## src/hw/crv_remap_regs.svh

```systemverilog
// register indices, field positions and reset values of the remap and routing stage
`ifndef CRV_REMAP_REGS_SVH
`define CRV_REMAP_REGS_SVH
// register indices; the byte address is four times the index
`define CRV_IDX_MATCH15    14'h04ab
`define CRV_IDX_REPLACE15  14'h04ac
`define CRV_IDX_ROUTE0     14'h04ad
`define CRV_IDX_ROUTE1     14'h04ae
`define CRV_IDX_ROUTE2     14'h04af
`define CRV_IDX_ROUTE3     14'h04b0
`define CRV_IDX_CONCAT     14'h04b1
`define CRV_IDX_DESKEW     14'h04b2
`define CRV_IDX_LAYOUT     14'h04b3
`define CRV_IDX_EN_LOW     14'h04cb
`define CRV_IDX_EN_HIGH    14'h04cc
// match and replace byte layout
`define CRV_PAIR_VC_LSB    6
`define CRV_PAIR_DT_LSB    0
// concatenation control layout
`define CRV_CONCAT_SEL_LSB 0
`define CRV_CONCAT_MST_LSB 4
`define CRV_CONCAT_JOIN    7
// deskew select layout
`define CRV_DESKEW_ONE     7
`define CRV_DESKEW_VC_LSB  0
`define CRV_DESKEW_VC_TOP  4
// pixel layout control bits
`define CRV_LAYOUT_ALT12   0
`define CRV_LAYOUT_ALT8    1
`define CRV_LAYOUT_ALT10   2
`define CRV_LAYOUT_UDP24   3
`define CRV_LAYOUT_ALT8B   4
`define CRV_LAYOUT_MASK    8'h1f
// reset value of every control byte
`define CRV_RESET_BYTE     8'h00
`endif

```

## src/hw/crv_pkg.sv

```systemverilog
// types shared by the remap and routing stage
package crv_pkg;
  typedef logic [1:0] crv_vc_t;    // virtual channel of a packet
  typedef logic [5:0] crv_dt_t;    // data type of a packet
  typedef logic [1:0] crv_ctrl_t;  // csi-2 controller number
  typedef logic [7:0] crv_byte_t;  // one control byte
  typedef enum logic {
    CRV_JOIN_STACKED = 1'b0,       // four times the height
    CRV_JOIN_SIDE    = 1'b1        // four times the width
  } crv_join_e;
endpackage : crv_pkg

```

## src/hw/crv_pair_buffer.sv

```systemverilog
// small shift buffer with valid and ready on both sides
`timescale 1ns/100ps
`default_nettype none
module crv_pair_buffer #(
  parameter int unsigned WIDTH = 11,  // bits per word
  parameter int unsigned DEPTH = 2    // words held
) (
  input  wire logic             clock,     // system clock
  input  wire logic             rst_b,     // sync reset, active low
  input  wire logic             in_valid,  // word offered
  output logic                  in_ready,  // room for a word
  input  wire logic [WIDTH-1:0] in_data,   // word in
  output logic                  out_valid, // head word present
  input  wire logic             out_ready, // receiver takes head
  output logic [WIDTH-1:0]      out_data   // head word
);
  logic [WIDTH-1:0] data_reg  [DEPTH];  // slot 0 is the head
  logic [WIDTH-1:0] data_next [DEPTH];
  logic [DEPTH-1:0] valid_reg;          // slot occupancy
  logic [DEPTH-1:0] valid_next;
  logic             ready_reg;          // registered room flag
  logic             ready_next;
  logic             push;
  logic             pop;
  logic             placed;

  // shift on pop, then fill the lowest free slot
  always_comb begin
    pop        = valid_reg[0] & out_ready;
    push       = in_valid & ready_reg;
    valid_next = valid_reg;
    data_next  = data_reg;
    placed     = 1'b0;
    if (pop) begin
      for (int i = 0; i < DEPTH - 1; i++) begin
        valid_next[i] = valid_reg[i+1];
        data_next[i]  = data_reg[i+1];
      end
      valid_next[DEPTH-1] = 1'b0;
    end
    if (push) begin
      for (int i = 0; i < DEPTH; i++) begin
        if (!valid_next[i] && !placed) begin
          valid_next[i] = 1'b1;
          data_next[i]  = in_data;
          placed        = 1'b1;
        end
      end
    end
    // ready is a flop, so a full buffer cannot take a word in the pop cycle
    ready_next = ~valid_next[DEPTH-1];
  end

  // registers only
  always_ff @(posedge clock) begin
    if (!rst_b) begin
      valid_reg <= '0;
      ready_reg <= 1'b1;
      for (int i = 0; i < DEPTH; i++) begin
        data_reg[i] <= '0;
      end
    end else begin
      valid_reg <= valid_next;
      ready_reg <= ready_next;
      data_reg  <= data_next;
    end
  end

  assign in_ready  = ready_reg;
  assign out_valid = valid_reg[0];
  assign out_data  = data_reg[0];
endmodule : crv_pair_buffer
`default_nettype wire

```

## src/hw/crv_remap_route_top.sv

```systemverilog
// remap, routing and stream control stage with its apb register file
// Notes on behaviour
// - entry 15 source byte is vc/dt match
// - entry 15 destination byte is replacement pair
// - two-bit route code picks controller 0-3
// - four route codes per byte, four bytes
// - low nibble bits select concatenated streams
// - bits 5:4 master first, others ascending
// - bit 7 side by side, else stacked
// - deskew bit 7 low means all channels
// - bits 4:0 pick the single deskew channel
// - layout bits pick alternate pixel layouts
// - bit 3 packs 8-bit udp into 24-bit
// - all controls reset zero, read back
// - enable bit k gates entry k
// - high enable byte gates entries 8-15
//
// Chosen here: the APB register port.
`timescale 1ns/100ps
`default_nettype none
`include "crv_remap_regs.svh"
module crv_remap_route_top
  import crv_pkg::*;
#(
  parameter int unsigned ADDR_W    = 16, // apb address width
  parameter int unsigned BUF_DEPTH = 2   // output buffer words
) (
  input  wire logic        clock,             // 100 mhz system clock
  input  wire logic        rst_b,             // sync reset, active low
  input  wire logic        psel,              // apb select
  input  wire logic        penable,           // apb access phase
  input  wire logic        pwrite,            // apb direction
  input  wire logic [ADDR_W-1:0] paddr,       // apb byte address
  input  wire logic [31:0] pwdata,            // apb write data
  input  wire logic [3:0]  pstrb,             // apb byte strobes
  output logic [31:0]      prdata,            // apb read data
  output logic             pready,            // apb ready
  output logic             pslverr,           // apb error
  input  wire logic        frame_start,       // pulse between frames
  input  wire logic        pkt_valid,         // packet header offered
  output logic             pkt_ready,         // header taken
  input  wire crv_vc_t     pkt_vc,            // incoming virtual channel
  input  wire crv_dt_t     pkt_dt,            // incoming data type
  input  wire crv_ctrl_t   pkt_default_ctrl,  // controller if unmatched
  input  wire logic [14:0] low_entry_hit,     // matches of entries 0-14
  input  wire logic [119:0] low_entry_replace,// pairs of entries 0-14
  output logic             out_valid,         // routed header valid
  input  wire logic        out_ready,         // receiver ready
  output crv_vc_t          out_vc,            // outgoing virtual channel
  output crv_dt_t          out_dt,            // outgoing data type
  output crv_ctrl_t        out_ctrl,          // chosen controller
  output logic             out_remapped,      // an entry applied
  output logic [3:0]       concat_stream_mask,// streams joined
  output logic [1:0]       concat_master,     // first stream of a line
  output logic [7:0]       concat_order,      // slot 0 in low bits
  output crv_join_e        concat_join,       // side by side or stacked
  output logic [15:0]      deskew_vc_mask,    // channels that carry deskew
  output logic             alt_layout_twelve_bit,       // 12-bit alternate
  output logic             alt_layout_eight_bit,        // 8-bit alternate
  output logic             alt_layout_ten_bit,          // 10-bit alternate
  output logic             second_alt_layout_eight_bit, // 8-bit second alt
  output logic             udp_triple_byte_packing      // 24-bit udp packing
);
  localparam int unsigned PW = 11; // buffered word width

  // live registers written by software
  crv_byte_t   remap_match_entry15_reg, remap_match_entry15_next;
  crv_byte_t   remap_replace_entry15_reg, remap_replace_entry15_next;
  logic [31:0] route_select_reg, route_select_next;   // four route bytes
  crv_byte_t   stream_concat_control_reg, stream_concat_control_next;
  crv_byte_t   deskew_channel_select_reg, deskew_channel_select_next;
  crv_byte_t   pixel_layout_control_reg, pixel_layout_control_next;
  logic [15:0] remap_enable_reg, remap_enable_next;   // high and low bytes
  // apb answer registers
  logic [31:0] prdata_reg, prdata_next;
  logic        pready_reg, pready_next;
  logic        pslverr_reg, pslverr_next;
  // decode helpers
  logic [13:0] idx;        // register index of the address
  logic        mapped;     // address hits a register
  logic        wr_fire;    // completing write
  crv_byte_t   rd_byte;    // read mux

  // apb decode and read mux
  always_comb begin
    idx     = paddr[15:2];
    mapped  = (paddr[1:0] == 2'b00);
    rd_byte = `CRV_RESET_BYTE;
    case (idx)
      `CRV_IDX_MATCH15:   rd_byte = remap_match_entry15_reg;
      `CRV_IDX_REPLACE15: rd_byte = remap_replace_entry15_reg;
      `CRV_IDX_ROUTE0:    rd_byte = route_select_reg[7:0];
      `CRV_IDX_ROUTE1:    rd_byte = route_select_reg[15:8];
      `CRV_IDX_ROUTE2:    rd_byte = route_select_reg[23:16];
      `CRV_IDX_ROUTE3:    rd_byte = route_select_reg[31:24];
      `CRV_IDX_CONCAT:    rd_byte = stream_concat_control_reg;
      `CRV_IDX_DESKEW:    rd_byte = deskew_channel_select_reg;
      `CRV_IDX_LAYOUT:    rd_byte = pixel_layout_control_reg;
      `CRV_IDX_EN_LOW:    rd_byte = remap_enable_reg[7:0];
      `CRV_IDX_EN_HIGH:   rd_byte = remap_enable_reg[15:8];
      default:            mapped  = 1'b0; // unmapped answers with error
    endcase
    wr_fire = psel & penable & pready_reg & pwrite & pstrb[0] & mapped;
  end

  // apb answer: zero wait states, ready in the first access cycle
  always_comb begin
    pready_next  = psel & ~penable;
    prdata_next  = prdata_reg;
    pslverr_next = 1'b0;
    if (psel && !penable) begin
      // setup cycle: latch the answer for the access cycle
      prdata_next  = {24'h000000, rd_byte};
      pslverr_next = ~mapped;
    end
  end

  always_ff @(posedge clock) begin
    if (!rst_b) begin
      prdata_reg  <= 32'h0000_0000;
      pready_reg  <= 1'b0;
      pslverr_reg <= 1'b0;
    end else begin
      prdata_reg  <= prdata_next;
      pready_reg  <= pready_next;
      pslverr_reg <= pslverr_next;
    end
  end

  // register writes take effect only at the completing edge
  always_comb begin
    remap_match_entry15_next   = remap_match_entry15_reg;
    remap_replace_entry15_next = remap_replace_entry15_reg;
    route_select_next          = route_select_reg;
    stream_concat_control_next = stream_concat_control_reg;
    deskew_channel_select_next = deskew_channel_select_reg;
    pixel_layout_control_next  = pixel_layout_control_reg;
    remap_enable_next          = remap_enable_reg;
    if (wr_fire) begin
      case (idx)
        `CRV_IDX_MATCH15:   remap_match_entry15_next = pwdata[7:0];
        `CRV_IDX_REPLACE15: remap_replace_entry15_next = pwdata[7:0];
        `CRV_IDX_ROUTE0:    route_select_next[7:0] = pwdata[7:0];
        `CRV_IDX_ROUTE1:    route_select_next[15:8] = pwdata[7:0];
        `CRV_IDX_ROUTE2:    route_select_next[23:16] = pwdata[7:0];
        `CRV_IDX_ROUTE3:    route_select_next[31:24] = pwdata[7:0];
        `CRV_IDX_CONCAT:    stream_concat_control_next = pwdata[7:0];
        `CRV_IDX_DESKEW:    deskew_channel_select_next = pwdata[7:0];
        // unused layout bits stay zero
        `CRV_IDX_LAYOUT:    pixel_layout_control_next = pwdata[7:0] & `CRV_LAYOUT_MASK;
        `CRV_IDX_EN_LOW:    remap_enable_next[7:0] = pwdata[7:0];
        `CRV_IDX_EN_HIGH:   remap_enable_next[15:8] = pwdata[7:0];
        default:            remap_enable_next = remap_enable_reg;
      endcase
    end
  end

  always_ff @(posedge clock) begin
    if (!rst_b) begin
      remap_match_entry15_reg   <= `CRV_RESET_BYTE;
      remap_replace_entry15_reg <= `CRV_RESET_BYTE;
      route_select_reg          <= {4{`CRV_RESET_BYTE}};
      stream_concat_control_reg <= `CRV_RESET_BYTE;
      deskew_channel_select_reg <= `CRV_RESET_BYTE;
      pixel_layout_control_reg  <= `CRV_RESET_BYTE;
      remap_enable_reg          <= {2{`CRV_RESET_BYTE}};
    end else begin
      remap_match_entry15_reg   <= remap_match_entry15_next;
      remap_replace_entry15_reg <= remap_replace_entry15_next;
      route_select_reg          <= route_select_next;
      stream_concat_control_reg <= stream_concat_control_next;
      deskew_channel_select_reg <= deskew_channel_select_next;
      pixel_layout_control_reg  <= pixel_layout_control_next;
      remap_enable_reg          <= remap_enable_next;
    end
  end

  // shadow table used by the packet path
  crv_byte_t   match_sh_reg, match_sh_next;
  crv_byte_t   replace_sh_reg, replace_sh_next;
  logic [31:0] route_sh_reg, route_sh_next;
  logic [15:0] enable_sh_reg, enable_sh_next;

  // copy only between frames so a frame never sees a half-written table
  always_comb begin
    match_sh_next   = match_sh_reg;
    replace_sh_next = replace_sh_reg;
    route_sh_next   = route_sh_reg;
    enable_sh_next  = enable_sh_reg;
    if (frame_start) begin
      match_sh_next   = remap_match_entry15_reg;
      replace_sh_next = remap_replace_entry15_reg;
      route_sh_next   = route_select_reg;
      enable_sh_next  = remap_enable_reg;
    end
  end

  always_ff @(posedge clock) begin
    if (!rst_b) begin
      match_sh_reg   <= `CRV_RESET_BYTE;
      replace_sh_reg <= `CRV_RESET_BYTE;
      route_sh_reg   <= {4{`CRV_RESET_BYTE}};
      enable_sh_reg  <= {2{`CRV_RESET_BYTE}};
    end else begin
      match_sh_reg   <= match_sh_next;
      replace_sh_reg <= replace_sh_next;
      route_sh_reg   <= route_sh_next;
      enable_sh_reg  <= enable_sh_next;
    end
  end

  // match, replace and route one packet header
  logic      low_any;   // an enabled lower entry matched
  logic [3:0] low_idx;  // lowest such entry
  logic      hit15;     // entry 15 matched and enabled
  crv_byte_t low_pair;  // replacement of the lower entry
  crv_vc_t   new_vc;
  crv_dt_t   new_dt;
  crv_ctrl_t new_ctrl;
  logic      remapped;
  logic      push_ready;

  always_comb begin
    low_any = 1'b0;
    low_idx = 4'h0;
    // scan downward so the lowest enabled match is kept
    for (int i = 14; i >= 0; i--) begin
      if (low_entry_hit[i] && enable_sh_reg[i]) begin
        low_any = 1'b1;
        low_idx = 4'(i);
      end
    end
    low_pair = low_entry_replace[8*low_idx +: 8];
    hit15 = enable_sh_reg[15]
         && (pkt_vc == match_sh_reg[`CRV_PAIR_VC_LSB +: 2])
         && (pkt_dt == match_sh_reg[`CRV_PAIR_DT_LSB +: 6]);
    new_vc   = pkt_vc;
    new_dt   = pkt_dt;
    new_ctrl = pkt_default_ctrl; // unmatched packets keep their controller
    remapped = 1'b0;
    if (low_any) begin
      new_vc   = low_pair[`CRV_PAIR_VC_LSB +: 2];
      new_dt   = low_pair[`CRV_PAIR_DT_LSB +: 6];
      new_ctrl = route_sh_reg[2*low_idx +: 2];
      remapped = 1'b1;
    end else if (hit15) begin
      new_vc   = replace_sh_reg[`CRV_PAIR_VC_LSB +: 2];
      new_dt   = replace_sh_reg[`CRV_PAIR_DT_LSB +: 6];
      new_ctrl = route_sh_reg[31:30];
      remapped = 1'b1;
    end
  end

  // one word per packet; a stalled receiver backs up to pkt_ready
  crv_pair_buffer #(
    .WIDTH (PW),
    .DEPTH (BUF_DEPTH)
  ) u_buffer (
    .clock     (clock),
    .rst_b     (rst_b),
    .in_valid  (pkt_valid),
    .in_ready  (push_ready),
    .in_data   ({remapped, new_ctrl, new_vc, new_dt}),
    .out_valid (out_valid),
    .out_ready (out_ready),
    .out_data  ({out_remapped, out_ctrl, out_vc, out_dt})
  );

  // registered stream control outputs
  logic [3:0]  mask_reg, mask_next;
  logic [1:0]  master_reg, master_next;
  logic [7:0]  order_reg, order_next;
  crv_join_e   join_reg, join_next;
  logic [15:0] deskew_reg, deskew_next;
  logic [4:0]  layout_reg, layout_next;
  int          slot;

  always_comb begin
    slot        = 1;
    mask_next   = stream_concat_control_reg[`CRV_CONCAT_SEL_LSB +: 4];
    master_next = stream_concat_control_reg[`CRV_CONCAT_MST_LSB +: 2];
    join_next   = crv_join_e'(stream_concat_control_reg[`CRV_CONCAT_JOIN]);
    order_next  = {6'h00, master_next};
    for (int s = 0; s < 4; s++) begin
      if (2'(s) != master_next) begin
        order_next[2*slot +: 2] = 2'(s);
        slot = slot + 1;
      end
    end
    if (!deskew_channel_select_reg[`CRV_DESKEW_ONE]) begin
      deskew_next = 16'hffff;
    end else if (!deskew_channel_select_reg[`CRV_DESKEW_VC_TOP]) begin
      deskew_next = 16'h0001 << deskew_channel_select_reg[3:0];
    end else begin
      deskew_next = 16'h0000; // channel numbers above 15 select nothing
    end
    layout_next = pixel_layout_control_reg[4:0];
  end

  always_ff @(posedge clock) begin
    if (!rst_b) begin
      mask_reg   <= 4'h0;
      master_reg <= 2'h0;
      order_reg  <= 8'he4;
      join_reg   <= CRV_JOIN_STACKED;
      deskew_reg <= 16'hffff;
      layout_reg <= 5'h00;
    end else begin
      mask_reg   <= mask_next;
      master_reg <= master_next;
      order_reg  <= order_next;
      join_reg   <= join_next;
      deskew_reg <= deskew_next;
      layout_reg <= layout_next;
    end
  end

  assign prdata    = prdata_reg;
  assign pready    = pready_reg;
  assign pslverr   = pslverr_reg;
  assign pkt_ready = push_ready;
  assign concat_stream_mask = mask_reg;
  assign concat_master      = master_reg;
  assign concat_order       = order_reg;
  assign concat_join        = join_reg;
  assign deskew_vc_mask     = deskew_reg;
  assign alt_layout_twelve_bit       = layout_reg[`CRV_LAYOUT_ALT12];
  assign alt_layout_eight_bit        = layout_reg[`CRV_LAYOUT_ALT8];
  assign alt_layout_ten_bit          = layout_reg[`CRV_LAYOUT_ALT10];
  assign udp_triple_byte_packing     = layout_reg[`CRV_LAYOUT_UDP24];
  assign second_alt_layout_eight_bit = layout_reg[`CRV_LAYOUT_ALT8B];

  logic push;
  assign push = pkt_valid & push_ready;
endmodule : crv_remap_route_top
`default_nettype wire

```

## config.mk

```make
export PLATFORM = sky130hd
export DESIGN_NAME = crv_remap_route_top
export DESIGN_NICKNAME = d
export VERILOG_FILES = /design/src/hw/crv_pkg.sv /design/src/hw/crv_pair_buffer.sv /design/src/hw/crv_remap_route_top.sv
export VERILOG_INCLUDE_DIRS = /design/src /design/src/hw
export SDC_FILE = /design/constraint.sdc
export NUM_CORES = 1
export LEC_CHECK = 0
export BUFFER_PORTS_ARGS = -buffer_cell sky130_fd_sc_hd__buf_2
export CAP_MARGIN = 10
export CORE_ASPECT_RATIO = 0.75
export CORE_MARGIN = 5
export CORE_UTILIZATION = 55
export CTS_CLUSTER_DIAMETER = 40
export DETAILED_ROUTE_END_ITERATION = 6
export GPL_ROUTABILITY_DRIVEN = 0
export GPL_TIMING_DRIVEN = 0
export MAX_ROUTING_LAYER = met4
export PLACE_DENSITY = 0.86
export RECOVER_POWER = 100
export SETUP_SLACK_MARGIN = 0.2
export SKIP_CTS_REPAIR_TIMING = 1
export SYNTH_ARGS = -nofsm -noshare
export SYNTH_HDL_FRONTEND = slang
export SYNTH_SLANG_ARGS = --single-unit
export TNS_END_PERCENT = 20
```

## constraint.sdc

```tcl
create_clock -name clock -period 8 [get_ports clock]
set_input_delay 0 -clock clock [delete_from_list [all_inputs] [get_ports clock]]
set_output_delay 0 -clock clock [all_outputs]
set_load 0.02 [all_outputs]
```

# Word level (Yosys, flattened, before mapping)
# Index checks and enable logic that the tools add are counted.
# Widths: inputs -> output; s select.
[totals] register_bits=220 inputBits=205 out_inout_bits=83 word_cells=167
[op_classes] add_sub_neg=5 n_eq_ne=16 shifts=9 n_mux=59 n_bitwise=11 reduce_logical=39
[op_table] op="$eq 14x11->1 const B" count=11
[op_table] op="$shiftx 120x8->8" count=1
[op_table] op="$neg 32->33" count=3
[op_table] op="$shift 2x33->8 const A" count=3
[op_table] op="$shiftx 2x33->8 const A" count=3
[op_table] op="$pmux 8 s11" count=1
[op_table] op="$mux 31" count=2
[op_table] op="$mux 4" count=15
[op_table] op="$mux 11" count=3
[op_table] op="$shiftx 32x6->2" count=1
[op_table] op="$add 31x2->31 const B" count=1
[op_table] op="$reduce_and 2->1" count=14
[op_table] op="$bwmux 8" count=3
[op_table] op="$mux 8" count=3
[op_table] op="$mux 22" count=1
[op_table] op="$mux 1" count=21
[op_table] op="$logic_and 1x1->1" count=19
[op_table] op="$mux 16" count=1
[op_table] op="$shl 1x4->16 const A" count=1
[op_table] op="$mux 2" count=7
[op_table] op="$mux 6" count=2
[op_table] op="$reduce_or 11->1" count=1
[op_table] op="$and 1x1->1" count=8
[op_table] op="$eq 6x6->1" count=1
[op_table] op="other kinds (8)" count=13

# Logic depth before layout (Yosys ltp)
# Gate-level depths: netlist of the first run.
[logic_depth] word_depth=20 ltp_mapped=11

# By module
# From an unflattened synthesis of the first run, not the netlist that was laid out.
[unflattened] cells_unflattened=1207 hier_area_um2=11163.2
[by_module_without_submodules] module="crv_remap_route_top" n_inst=1 cells_each=1082 area_each_um2=9932.0 seq_area_each_um2=3883.7
[by_module_without_submodules] module="crv_pair_buffer" n_inst=1 cells_each=125 area_each_um2=1231.2 seq_area_each_um2=500.5

# Worst setup path before layout of the first run
# No wires, ideal clock.
[synth_timing] path_type="register to register" startpoint="register enable_sh_reg[12]" endpoint="register u_buffer.data_reg (netlist bit u_buffer.out_data[7])" t_arrival_ns=2.612 slack_ns=5.330 stages_incl_launch_ff=11 path_cell_list="dfxtp_1 -> nand2_1 -> a32o_1 -> a211o_1 -> nand2_1 -> buf_2 -> clkbuf_1 -> nand2_1 -> a31o_2 -> a211oi_1 -> o21a_1"
[synth_between] elab_chain_cells=18 word_cells_on_any_way=31
[synth_rtl] element="from (decl)" line="crv_remap_route_top.sv:182" text="logic [15:0] enable_sh_reg, enable_sh_next;"
[synth_rtl] element="from (signal assigned)" line="crv_remap_route_top.sv:203" text="enable_sh_reg <= {2{`CRV_RESET_BYTE}};"
[synth_rtl] element="from (signal assigned)" line="crv_remap_route_top.sv:208" text="enable_sh_reg <= enable_sh_next;"
[synth_rtl] element="$logic_and 1x1->1 *" line="crv_remap_route_top.sv:228" text="if (low_entry_hit[i] && enable_sh_reg[i]) begin"
[synth_rtl] element="$mux 4 (13 in series)" line="crv_remap_route_top.sv:228"
[synth_rtl] element="$shiftx 120x8->8" line="crv_remap_route_top.sv:233" text="low_pair = low_entry_replace[8*low_idx +: 8];"
[synth_rtl] element="$mux 2 *" line="crv_remap_route_top.sv:241" text="if (low_any) begin"
[synth_rtl] element="$mux 11 *" line="crv_pair_buffer.sv:43" text="if (!valid_next[i] && !placed) begin"
[synth_rtl] element="$mux 22 *" line="crv_pair_buffer.sv:41" text="if (push) begin"
[synth_rtl] element="to (signal assigned)" line="crv_pair_buffer.sv:65" text="data_reg <= data_next;"
[synth_rtl] element="to (decl)" line="crv_pair_buffer.sv:17" text="logic [WIDTH-1:0] data_reg [DEPTH];"
# Every way passes the cells marked *; elsewhere a longest branch is shown, timed or not.
# A chain may end at the register's enable or synchronous reset.

# Worst setup path after layout of the first run
[layout_timing] startpoint="input paddr[13]" endpoint="register remap_enable_reg[4]"
[layout_between] elab_chain_cells=5 word_cells_on_any_way=15
[layout_rtl] element="from (decl)" line="crv_remap_route_top.sv:33" text="input wire logic [ADDR_W-1:0] paddr,"
[layout_rtl] element="$eq 14x11->1 (on tied branches)" line="crv_remap_route_top.sv:89, crv_remap_route_top.sv:140"
[layout_rtl] element="$reduce_or 11->1 (no line)"
[layout_rtl] element="$mux 1" line="crv_remap_route_top.sv:89" text="case (idx)"
[layout_rtl] element="$and 1x1->1" line="crv_remap_route_top.sv:103" text="wr_fire = psel & penable & pready_reg & pwrite & pstrb[0] & mapped;"
[layout_rtl] element="$reduce_and 2->1 (no line) *"
[layout_rtl] element="to (signal assigned)" line="crv_remap_route_top.sv:166" text="remap_enable_reg <= {2{`CRV_RESET_BYTE}};"
[layout_rtl] element="to (signal assigned)" line="crv_remap_route_top.sv:174" text="remap_enable_reg <= remap_enable_next;"
[layout_rtl] element="to (decl)" line="crv_remap_route_top.sv:73" text="logic [15:0] remap_enable_reg, remap_enable_next;"
# Marked as above.

==> results of run 1 <==
[per-stage QoR]
step	utilization	std cells	total power [uW]	setup WS, ps	hold WS (ps)
after global placement	0.647	1652	1330	4370	232
after detailed placement	0.648	1652	1330	4460	239
after floorplan	-	1176	1250	5330	133
after CTS	0.687	1694	2360	4440	-273
final	0.683	1704	2360	3280	-34.8
after global routing	0.683	1703	2430	3150	29.9
[cell families after synthesis]
kind of cell               Yosys count  synth area share
and+or+nand+nor                    401             0.177
DFF                                219             0.416
muxes                              204             0.197
AOI/OAI and AO/OA                  203             0.143
buffers and inverters              112            0.0540
xor gates and xnor gates             9           0.00748
adders and majority gates            4           0.00475
other                                1          0.000356
[routing by layer]
metal / vias up / wire [um]
li1: 4675 / -
met1: 4949 / 14200
met2: 805 / 15800
met3: 131 / 5390
met4: 0 / 1240
met5: - / 0
[power groups by stage]
stage,sequential [uW],combinational [uW],clock (uW)
after CTS,1110,203,1050
after global routing,1110,222,1100
after floorplan,1140,111,0
final,1110,209,1050
after detailed placement,1130,201,0
after global placement,1130,197,0
[worst paths after layout]
kind / slack (ps) / cells after the start / from / end
max: 3280 / 10 / paddr[13] / remap_enable_reg[4]
min: -30 / 4 / penable / prdata[0]
max reg2reg: 4040 / 10 / enable_sh_reg[5] / u_buffer.out_data[7]
min reg2reg: 470 / 2 / u_buffer.data_reg[7] / u_buffer.data_reg[7]
[cell usage in the layout, fill, tap and decap left out, drive strengths merged, types with 7 or more instances in the layout]
master,instances
and2,21
clkbuf,151
a31oi,14
inv,10
nor3,15
dlygate4sd3,9
o21ai,42
a22o,12
mux2i,185
nand2,103
and3,15
nand4,7
nand3,23
buf,214
nor2b,8
conb,24
nor2,185
xnor2,9
a21oi,11
a32o,10
a211oi,19
a221oi,22
a22oi,24
mux2,18
dfxtp,219
[critical path, stage by stage]
cell	delay, ps
buf_2	100
nor4b_1	450
nand4_1	450
nor3_1	1110
a211oi_1	190
or4_1	570
clkbuf_1	300
nor4_1	1560
mux2i_1	320
nor2_1	60
[final cells by class]
cell class	instances	area share
diodes	1	0.000196
plain buffers	107	0.0420
clock buffers	29	0.0485
clock inverters	13	0.00962
inverters	5	0.00147
multi-input cells	845	0.439
flip-flops and latches	219	0.344
well taps	247	0.0242
repair buffers	238	0.0912
==> results.cfg, run 1 <==
[route]
ant_nets = 0
num_vias = 10560
wl_um = 36600
drt_pass1_iterations = 6
drtIter0Drc = 1629
wl_per_cell_um = 21.5
routed_via_density = 6.20
drc = 0

[clock_tree]
cts_max_path_buffers = 3
numCtsBuffers = 23
clk_pin_slew_ps = 70
clockRootBuffer = clkbuf_16
clk_latency_ps = 510
htree_levels = 1
cts_tree = done
cts_sinks = 219

[global_route]
grt_pass1_vias = 9702
grt-busiest-layer = met2
grt_max_degree = 16
grt_overflow = 0
use_met1 = 0.432
grt.total_usage = 0.322
met2_usage = 0.472
antenna_found_initial = 0
grt_pass1_wl_um = 54400
grt_use_met3 = 0.103

[finish]
regArea_sq_um = 4380
stdcell_area_sq_um = 12700
multi_input_area_sq_um = 5590
drive_above_1_share = 0.185
syn_to_final_growth_pct = 21.0
fillerInstances = 1429
nets = 1648

[logic_synthesis]
synth_edf_count = 0
synth_top_flop_cell = dfxtp_1
synth_cell_types = 67
post-synth-top-count-cell = dfxtp_1
synth_top_area_share = 0.416
ys_top_cells_by_count = dfxtp_1, mux2i_1, nor2_1
synth.avg_cell_area_sq_um = 9.14
synth_seq_area_share = 0.416
synth-seq-cells = 219
ys_top_cells_by_area = dfxtp_1, mux2i_1, nor2_1
synth_cells = 1153
yosys_warnings = 0
async_reset_ff_frac = 0
yosys.area.top_type = dfxtp_1
syn_area_sq_um = 10500

[job]
cap_viol_max_count = 4

[timing]
report.final.slew_viol_count = 28
hold_violations = 3
rsz0062_at_grt = false
post-route-min-period_ps = 4720
hold_slack_ps = -34.8
worst_clock_skew_ps = 13.8
fmax_mhz = 212
period_share = 0.590
tns_ps = 0
slew_headroom = -0.335
tightestPinTransition_ps = 1980
setup_violations = 0

[critical_path]
worstSetupEndpointType = register
critical_path_class = in2reg
arrival_ps = 5100
worstPathMaxFanout = 10
critPathRequiredTime_ps = 8380
startpoint_type = input pin

[outcome]
outcome = finished with violations
violations = negative hold slack, max-capacitance violations, max-slew violations

[power_and_ir_drop]
seq_power_share = 0.469
comb_power_share = 0.089
clkPwrFrac = 0.442
internal_power_uw = 1780
powerDensity_nw_per_um2 = 185
p_sw_uw = 584
peakVddDrop_v = 0.000132
switching_share = 0.247
leakagePower_uw = 0.00521

[placed_design]
place_hpwl_um = 27800
port_buffers = 229
place_area_sq_um = 12100

[die]
pin_count = 288
core_sq_um = 18700
die_w_um = 170
dieArea_sq_um = 22100
dieHeight_um = 130
initial_core_util = 0.564
core.rowCount = 43

[min_path]
worst_hold_path_type = in2reg
(Power assumes the default switching activity.)
==> run 2: changes to the inputs <==
--- a/config.mk
+++ b/config.mk
@@ -10,13 +10,13 @@
 export CAP_MARGIN = 10
 export CORE_ASPECT_RATIO = 0.75
 export CORE_MARGIN = 5
-export CORE_UTILIZATION = 55
+export CORE_UTILIZATION = 53
 export CTS_CLUSTER_DIAMETER = 40
 export DETAILED_ROUTE_END_ITERATION = 6
 export GPL_ROUTABILITY_DRIVEN = 0
 export GPL_TIMING_DRIVEN = 0
 export MAX_ROUTING_LAYER = met4
-export PLACE_DENSITY = 0.86
+export PLACE_DENSITY = 0.84
 export RECOVER_POWER = 100
 export SETUP_SLACK_MARGIN = 0.2
 export SKIP_CTS_REPAIR_TIMING = 1
==> constraint.sdc (replaced) <==
create_clock -name clock -period 4.8 [get_ports clock]
set_input_delay 0 -clock clock [delete_from_list [all_inputs] [get_ports clock]]
set_output_delay 0 -clock clock [all_outputs]
set_load 0.02 [all_outputs]
==> results.cfg, run 2 (same netlist as run 1, synthesis figures left out) <==
[timing]
hold_violations = 0
tightestPinTransition_ps = 1240
report.final.slew_viol_count = 0
hold_slack_ps = 7.62
fmax_mhz = 246
rsz0062_at_grt = false
worst_clock_skew_ps = 19.2
slew_headroom = 0.165
post-route-min-period_ps = 4060
period_share = 0.846
tns_ps = 0
setup_violations = 0

[power_and_ir_drop]
comb_power_share = 0.087
clkPwrFrac = 0.452
leakagePower_uw = 0.00526
powerDensity_nw_per_um2 = 312
p_sw_uw = 986
internal_power_uw = 3030
seq_power_share = 0.460
peakVddDrop_v = 0.000342
switching_share = 0.246

[die]
dieHeight_um = 132
core_sq_um = 19400
dieArea_sq_um = 22800
core.rowCount = 44
initial_core_util = 0.542
pin_count = 288
die_w_um = 173

[clock_tree]
cts_tree = done
clk_pin_slew_ps = 70
htree_levels = 1
clk_latency_ps = 520
clockRootBuffer = clkbuf_16
cts_sinks = 219
cts_max_path_buffers = 3
numCtsBuffers = 23

[min_path]
hold_start = penable
worst_hold_path_type = in2reg

[route]
routed_via_density = 6.11
drtIter0Drc = 1608
wl_per_cell_um = 21.7
wl_um = 37100
ant_nets = 0
num_vias = 10453
drt_pass1_iterations = 7
drc = 11

[critical_path]
arrival_ps = 4420
startpoint_type = register
timing.rr.start = enable_sh_reg[2]
r2r_cells = 8
critPathRequiredTime_ps = 5160
r2r_end = u_buffer.out_data[3]
critPathLaunch = enable_sh_reg[2]
max_stage_delay_ps = 850
path_buf_inv = 1
cpMostUsedCell = a31oi_1
worstSetupEndpointType = register
cp_num_cells = 8
path_delay_family = compound AO/OA/AOI/OAI gates
worstPathMaxFanout = 10
endpoint = u_buffer.out_data[3]
crit_chain = a22o_1, a31oi_1, o21ai_0, nor2_1, clkbuf_1, a31oi_1, a211oi_1, o41ai_1
critical_path_class = reg2reg
r2r_setup_slack_ps = 740
crit_path_top_delay_cell = nor2_1

[finish]
layout_commonest_cell = dfxtp_1
syn_to_final_growth_pct = 22.0
stdcell_area_sq_um = 12900
nets = 1650
final_cell_mix = dfxtp_1, nor2_1, mux2i_1
final_cells = 1712
final_util = 0.662
drive_above_1_share = 0.188
fillerInstances = 1579

[job]
cap_viol_max_count = 0

[global_route]
antenna_found_initial = 3
grt.total_usage = 0.309
grt_max_degree = 17
grt_overflow = 0
grt_pass1_wl_um = 55300
grt_pass1_vias = 9845

[placed_design]
place_hpwl_um = 28100
dp.cells = 1658
place_area_sq_um = 12100
port_buffers = 229

[outcome]
outcome = finished with violations
violations = design-rule violations
-- run 2: cell count changes in the layout (fill, tap and decap cells not counted), moves of 2 or more --
| cell | previous run | this run |
|---|---|---|
| clkinv_2 | 4 | 1 |
| clkinv_4 | 1 | 3 |
| inv_6 | 3 | 1 |
| nor3_1 | 14 | 11 |
| nor3_2 | 1 | 3 |
-- run 2: how the worst min path moves through the flow --
stage / endpoint / slack, ps / depth (start not counted)
after floorplan: pslverr / 130 / 1
after global placement: pslverr / 230 / 2
after detailed placement: pslverr / 240 / 2
after CTS: pslverr / -290 / 2
after global routing: prdata[2] / 40 / 4
final: prdata[3] / 8 / 4
-- run 2: per-stage QoR --
step	setup WS (ps)	power, uW
final	741	4010
after CTS	1040	4010
after detailed placement	1060	2220
after floorplan	2130	2080
after global placement	1130	2210
after global routing	595	4120
-- run 2: per-layer routing --
layer  global-route usage  wire length (um)  vias to the layer above
met5                    -                 0                        -
met4               0.0956              1290                        0
met3                0.110              5250                      120
met2                0.454             16200                      729
met1                0.401             14300                     4929
li1                     -                 -                     4675
-- run 2: worst reg2reg max path, stage by stage (launching register included) --
cell and delay [ps]:
dfxtp_1 350, a22o_1 210, a31oi_1 290, o21ai_0 210
nor2_1 850, clkbuf_1 770, a31oi_1 210, a211oi_1 840
o41ai_1 170
-- run 2: final cells by class --
cell class | count | area (sq um) | area share
Timing Repair Buffer | 240 | 1180 | 0.0916
Buffer | 107 | 536 | 0.0417
Antenna cell | 2 | 5.00 | 0.000389
Clock buffer | 29 | 618 | 0.0481
Tap cell | 253 | 317 | 0.0246
Sequential cell | 219 | 4380 | 0.341
Multi-Input combinational cell | 845 | 5640 | 0.439
Clock inverter | 12 | 158 | 0.0123
Inverter | 5 | 18.8 | 0.00146
-- run 2: power groups by stage --
stage / Clock [uW] / Sequential, uW / Combinational, uW
3_3_place_gp: 0 / 1890 / 327
5_1_grt: 1900 / 1850 / 371
3_5_place_dp: 0 / 1890 / 334
2_1_floorplan: 0 / 1890 / 185
4_1_cts: 1830 / 1850 / 336
6_report: 1820 / 1850 / 350
==> run 3: changes to the inputs <==
--- a/config.mk
+++ b/config.mk
@@ -10,13 +10,13 @@
 export CAP_MARGIN = 10
 export CORE_ASPECT_RATIO = 0.75
 export CORE_MARGIN = 5
-export CORE_UTILIZATION = 53
+export CORE_UTILIZATION = 48
 export CTS_CLUSTER_DIAMETER = 40
 export DETAILED_ROUTE_END_ITERATION = 6
 export GPL_ROUTABILITY_DRIVEN = 0
 export GPL_TIMING_DRIVEN = 0
 export MAX_ROUTING_LAYER = met4
-export PLACE_DENSITY = 0.84
+export PLACE_DENSITY = 0.8
 export RECOVER_POWER = 100
 export SETUP_SLACK_MARGIN = 0.2
 export SKIP_CTS_REPAIR_TIMING = 1
==> constraint.sdc (replaced) <==
create_clock -name clock -period 3.5 [get_ports clock]
set_input_delay 0 -clock clock [delete_from_list [all_inputs] [get_ports clock]]
set_output_delay 0 -clock clock [all_outputs]
set_load 0.02 [all_outputs]
==> results.cfg, run 3 (same netlist as run 1, synthesis figures left out) <==
[die]
pin_count = 288
dieHeight_um = 138
dieArea_sq_um = 25000
initial_core_util = 0.483
die_w_um = 181
core_sq_um = 21800
core.rowCount = 47

[critical_path]
arrival_ps = 3700
critPathRequiredTime_ps = 3960
critPathLaunch = enable_sh_reg[5]
r2r_end = u_buffer.out_data[7]
r2r_cells = 10
critical_path_class = reg2reg
timing.rr.start = enable_sh_reg[5]
worstPathMaxFanout = 10
r2r_setup_slack_ps = 260
worstSetupEndpointType = register
endpoint = u_buffer.out_data[7]
startpoint_type = register

[timing]
rsz0062_at_grt = true
worst_clock_skew_ps = 18.1
period_share = 0.927
report.final.slew_viol_count = 0
hold_violations = 0
setup_violations = 0
post-route-min-period_ps = 3240
hold_slack_ps = 5.99
tightestPinTransition_ps = 1360
slew_headroom = 0.0832
fmax_mhz = 308

[outcome]
outcome = completed

[min_path]
worst_hold_path_type = in2reg
hold_start = penable

[global_route]
grt_max_degree = 16
grt_pass1_wl_um = 55800
antenna_found_initial = 1
grt_overflow = 0
grt_pass1_vias = 9724
grt.total_usage = 0.284

[finish]
fillerInstances = 1879
drive_above_1_share = 0.208
nets = 1650
syn_to_final_growth_pct = 23.7
multi_input_area_sq_um = 5690
final_util = 0.597
final_cell_mix = dfxtp_1, mux2i_1, nor2_1
layout_commonest_cell = dfxtp_1
regArea_sq_um = 4380

[clock_tree]
cts_sinks = 219
clockRootBuffer = clkbuf_16
cts_tree = done
clk_latency_ps = 520
cts_max_path_buffers = 3
numCtsBuffers = 24
htree_levels = 1
clk_pin_slew_ps = 60

[power_and_ir_drop]
leakagePower_uw = 0.00538
powerDensity_nw_per_um2 = 432
peakVddDrop_v = 0.000335

[route]
drt_pass1_iterations = 6
routed_via_density = 5.90
wl_um = 37300
drtIter0Drc = 1354
num_vias = 10352
ant_nets = 0
wl_per_cell_um = 21.2
drc = 0

[placed_design]
port_buffers = 229
place_hpwl_um = 28100

[job]
cap_viol_max_count = 0
==> run 3: cell count changes in the layout (fill, tap and decap cells not counted), moves of 4 or more <==
cell,change
buf_1,-4
clkbuf_1,-15
buf_2,+4
inv_6,+4
clkbuf_2,+9
==> run 3: layout make-up <==
type / count / area share
Inverter: 5 / 0.00144
Clock buffer: 30 / 0.0533
Multi-Input combinational cell: 845 / 0.437
Antenna cell: 1 / 0.000192
Tap cell: 294 / 0.0282
Sequential cell: 219 / 0.336
Clock inverter: 14 / 0.0104
Timing Repair Buffer: 239 / 0.0900
Buffer: 107 / 0.0430
==> run 3: worst min-delay path by stage <==
stage                     cells after the start         to
after floorplan                               1    pslverr
after CTS                                     2    pslverr
after global routing                          4  prdata[3]
after global placement                        2    pslverr
final                                         4  prdata[3]
after detailed placement                      2    pslverr
==> run 3: where the power goes <==
part           internal, uW  switching [uW]  leakage, uW
sequential             2520            18.6      0.00177
clock                  1510            1100     0.000409
combinational           199             280      0.00320
total                  4230            1390      0.00538
==> run 3: routing by layer <==
metal | GRT usage | vias up | wire length (um)
li1 | - | 4678 | -
met1 | 0.375 | 4914 | 14900
met2 | 0.427 | 655 | 16400
met3 | 0.0927 | 105 | 4710
met4 | 0.0691 | 0 | 1230
met5 | - | - | 0
==> run 3: through the flow <==
stage                     power (uW)  setup WS [ps]  instance area [sq um]  TNS, ps  std cells
after floorplan                 2850            830                  10600        0       1176
after global placement          3040          -60.6                  12100     -195       1699
after detailed placement        3050          -96.7                  12100     -211       1699
after CTS                       5600           -104                  13000     -308       1743
after global routing            5750           84.8                  13000        0       1754
final                           5620            255                  13000        0       1754
==> run 3: critical path, stage by stage, from the launching register on <==
cell and delay (ps):
dfxtp_1 330, a22oi_1 300, nand3_1 200, a211o_1 370, nand2_2 290, clkbuf_2 380
clkbuf_2 360, nand2_1 90, a31o_2 230, a211oi_1 440, o21a_1 190
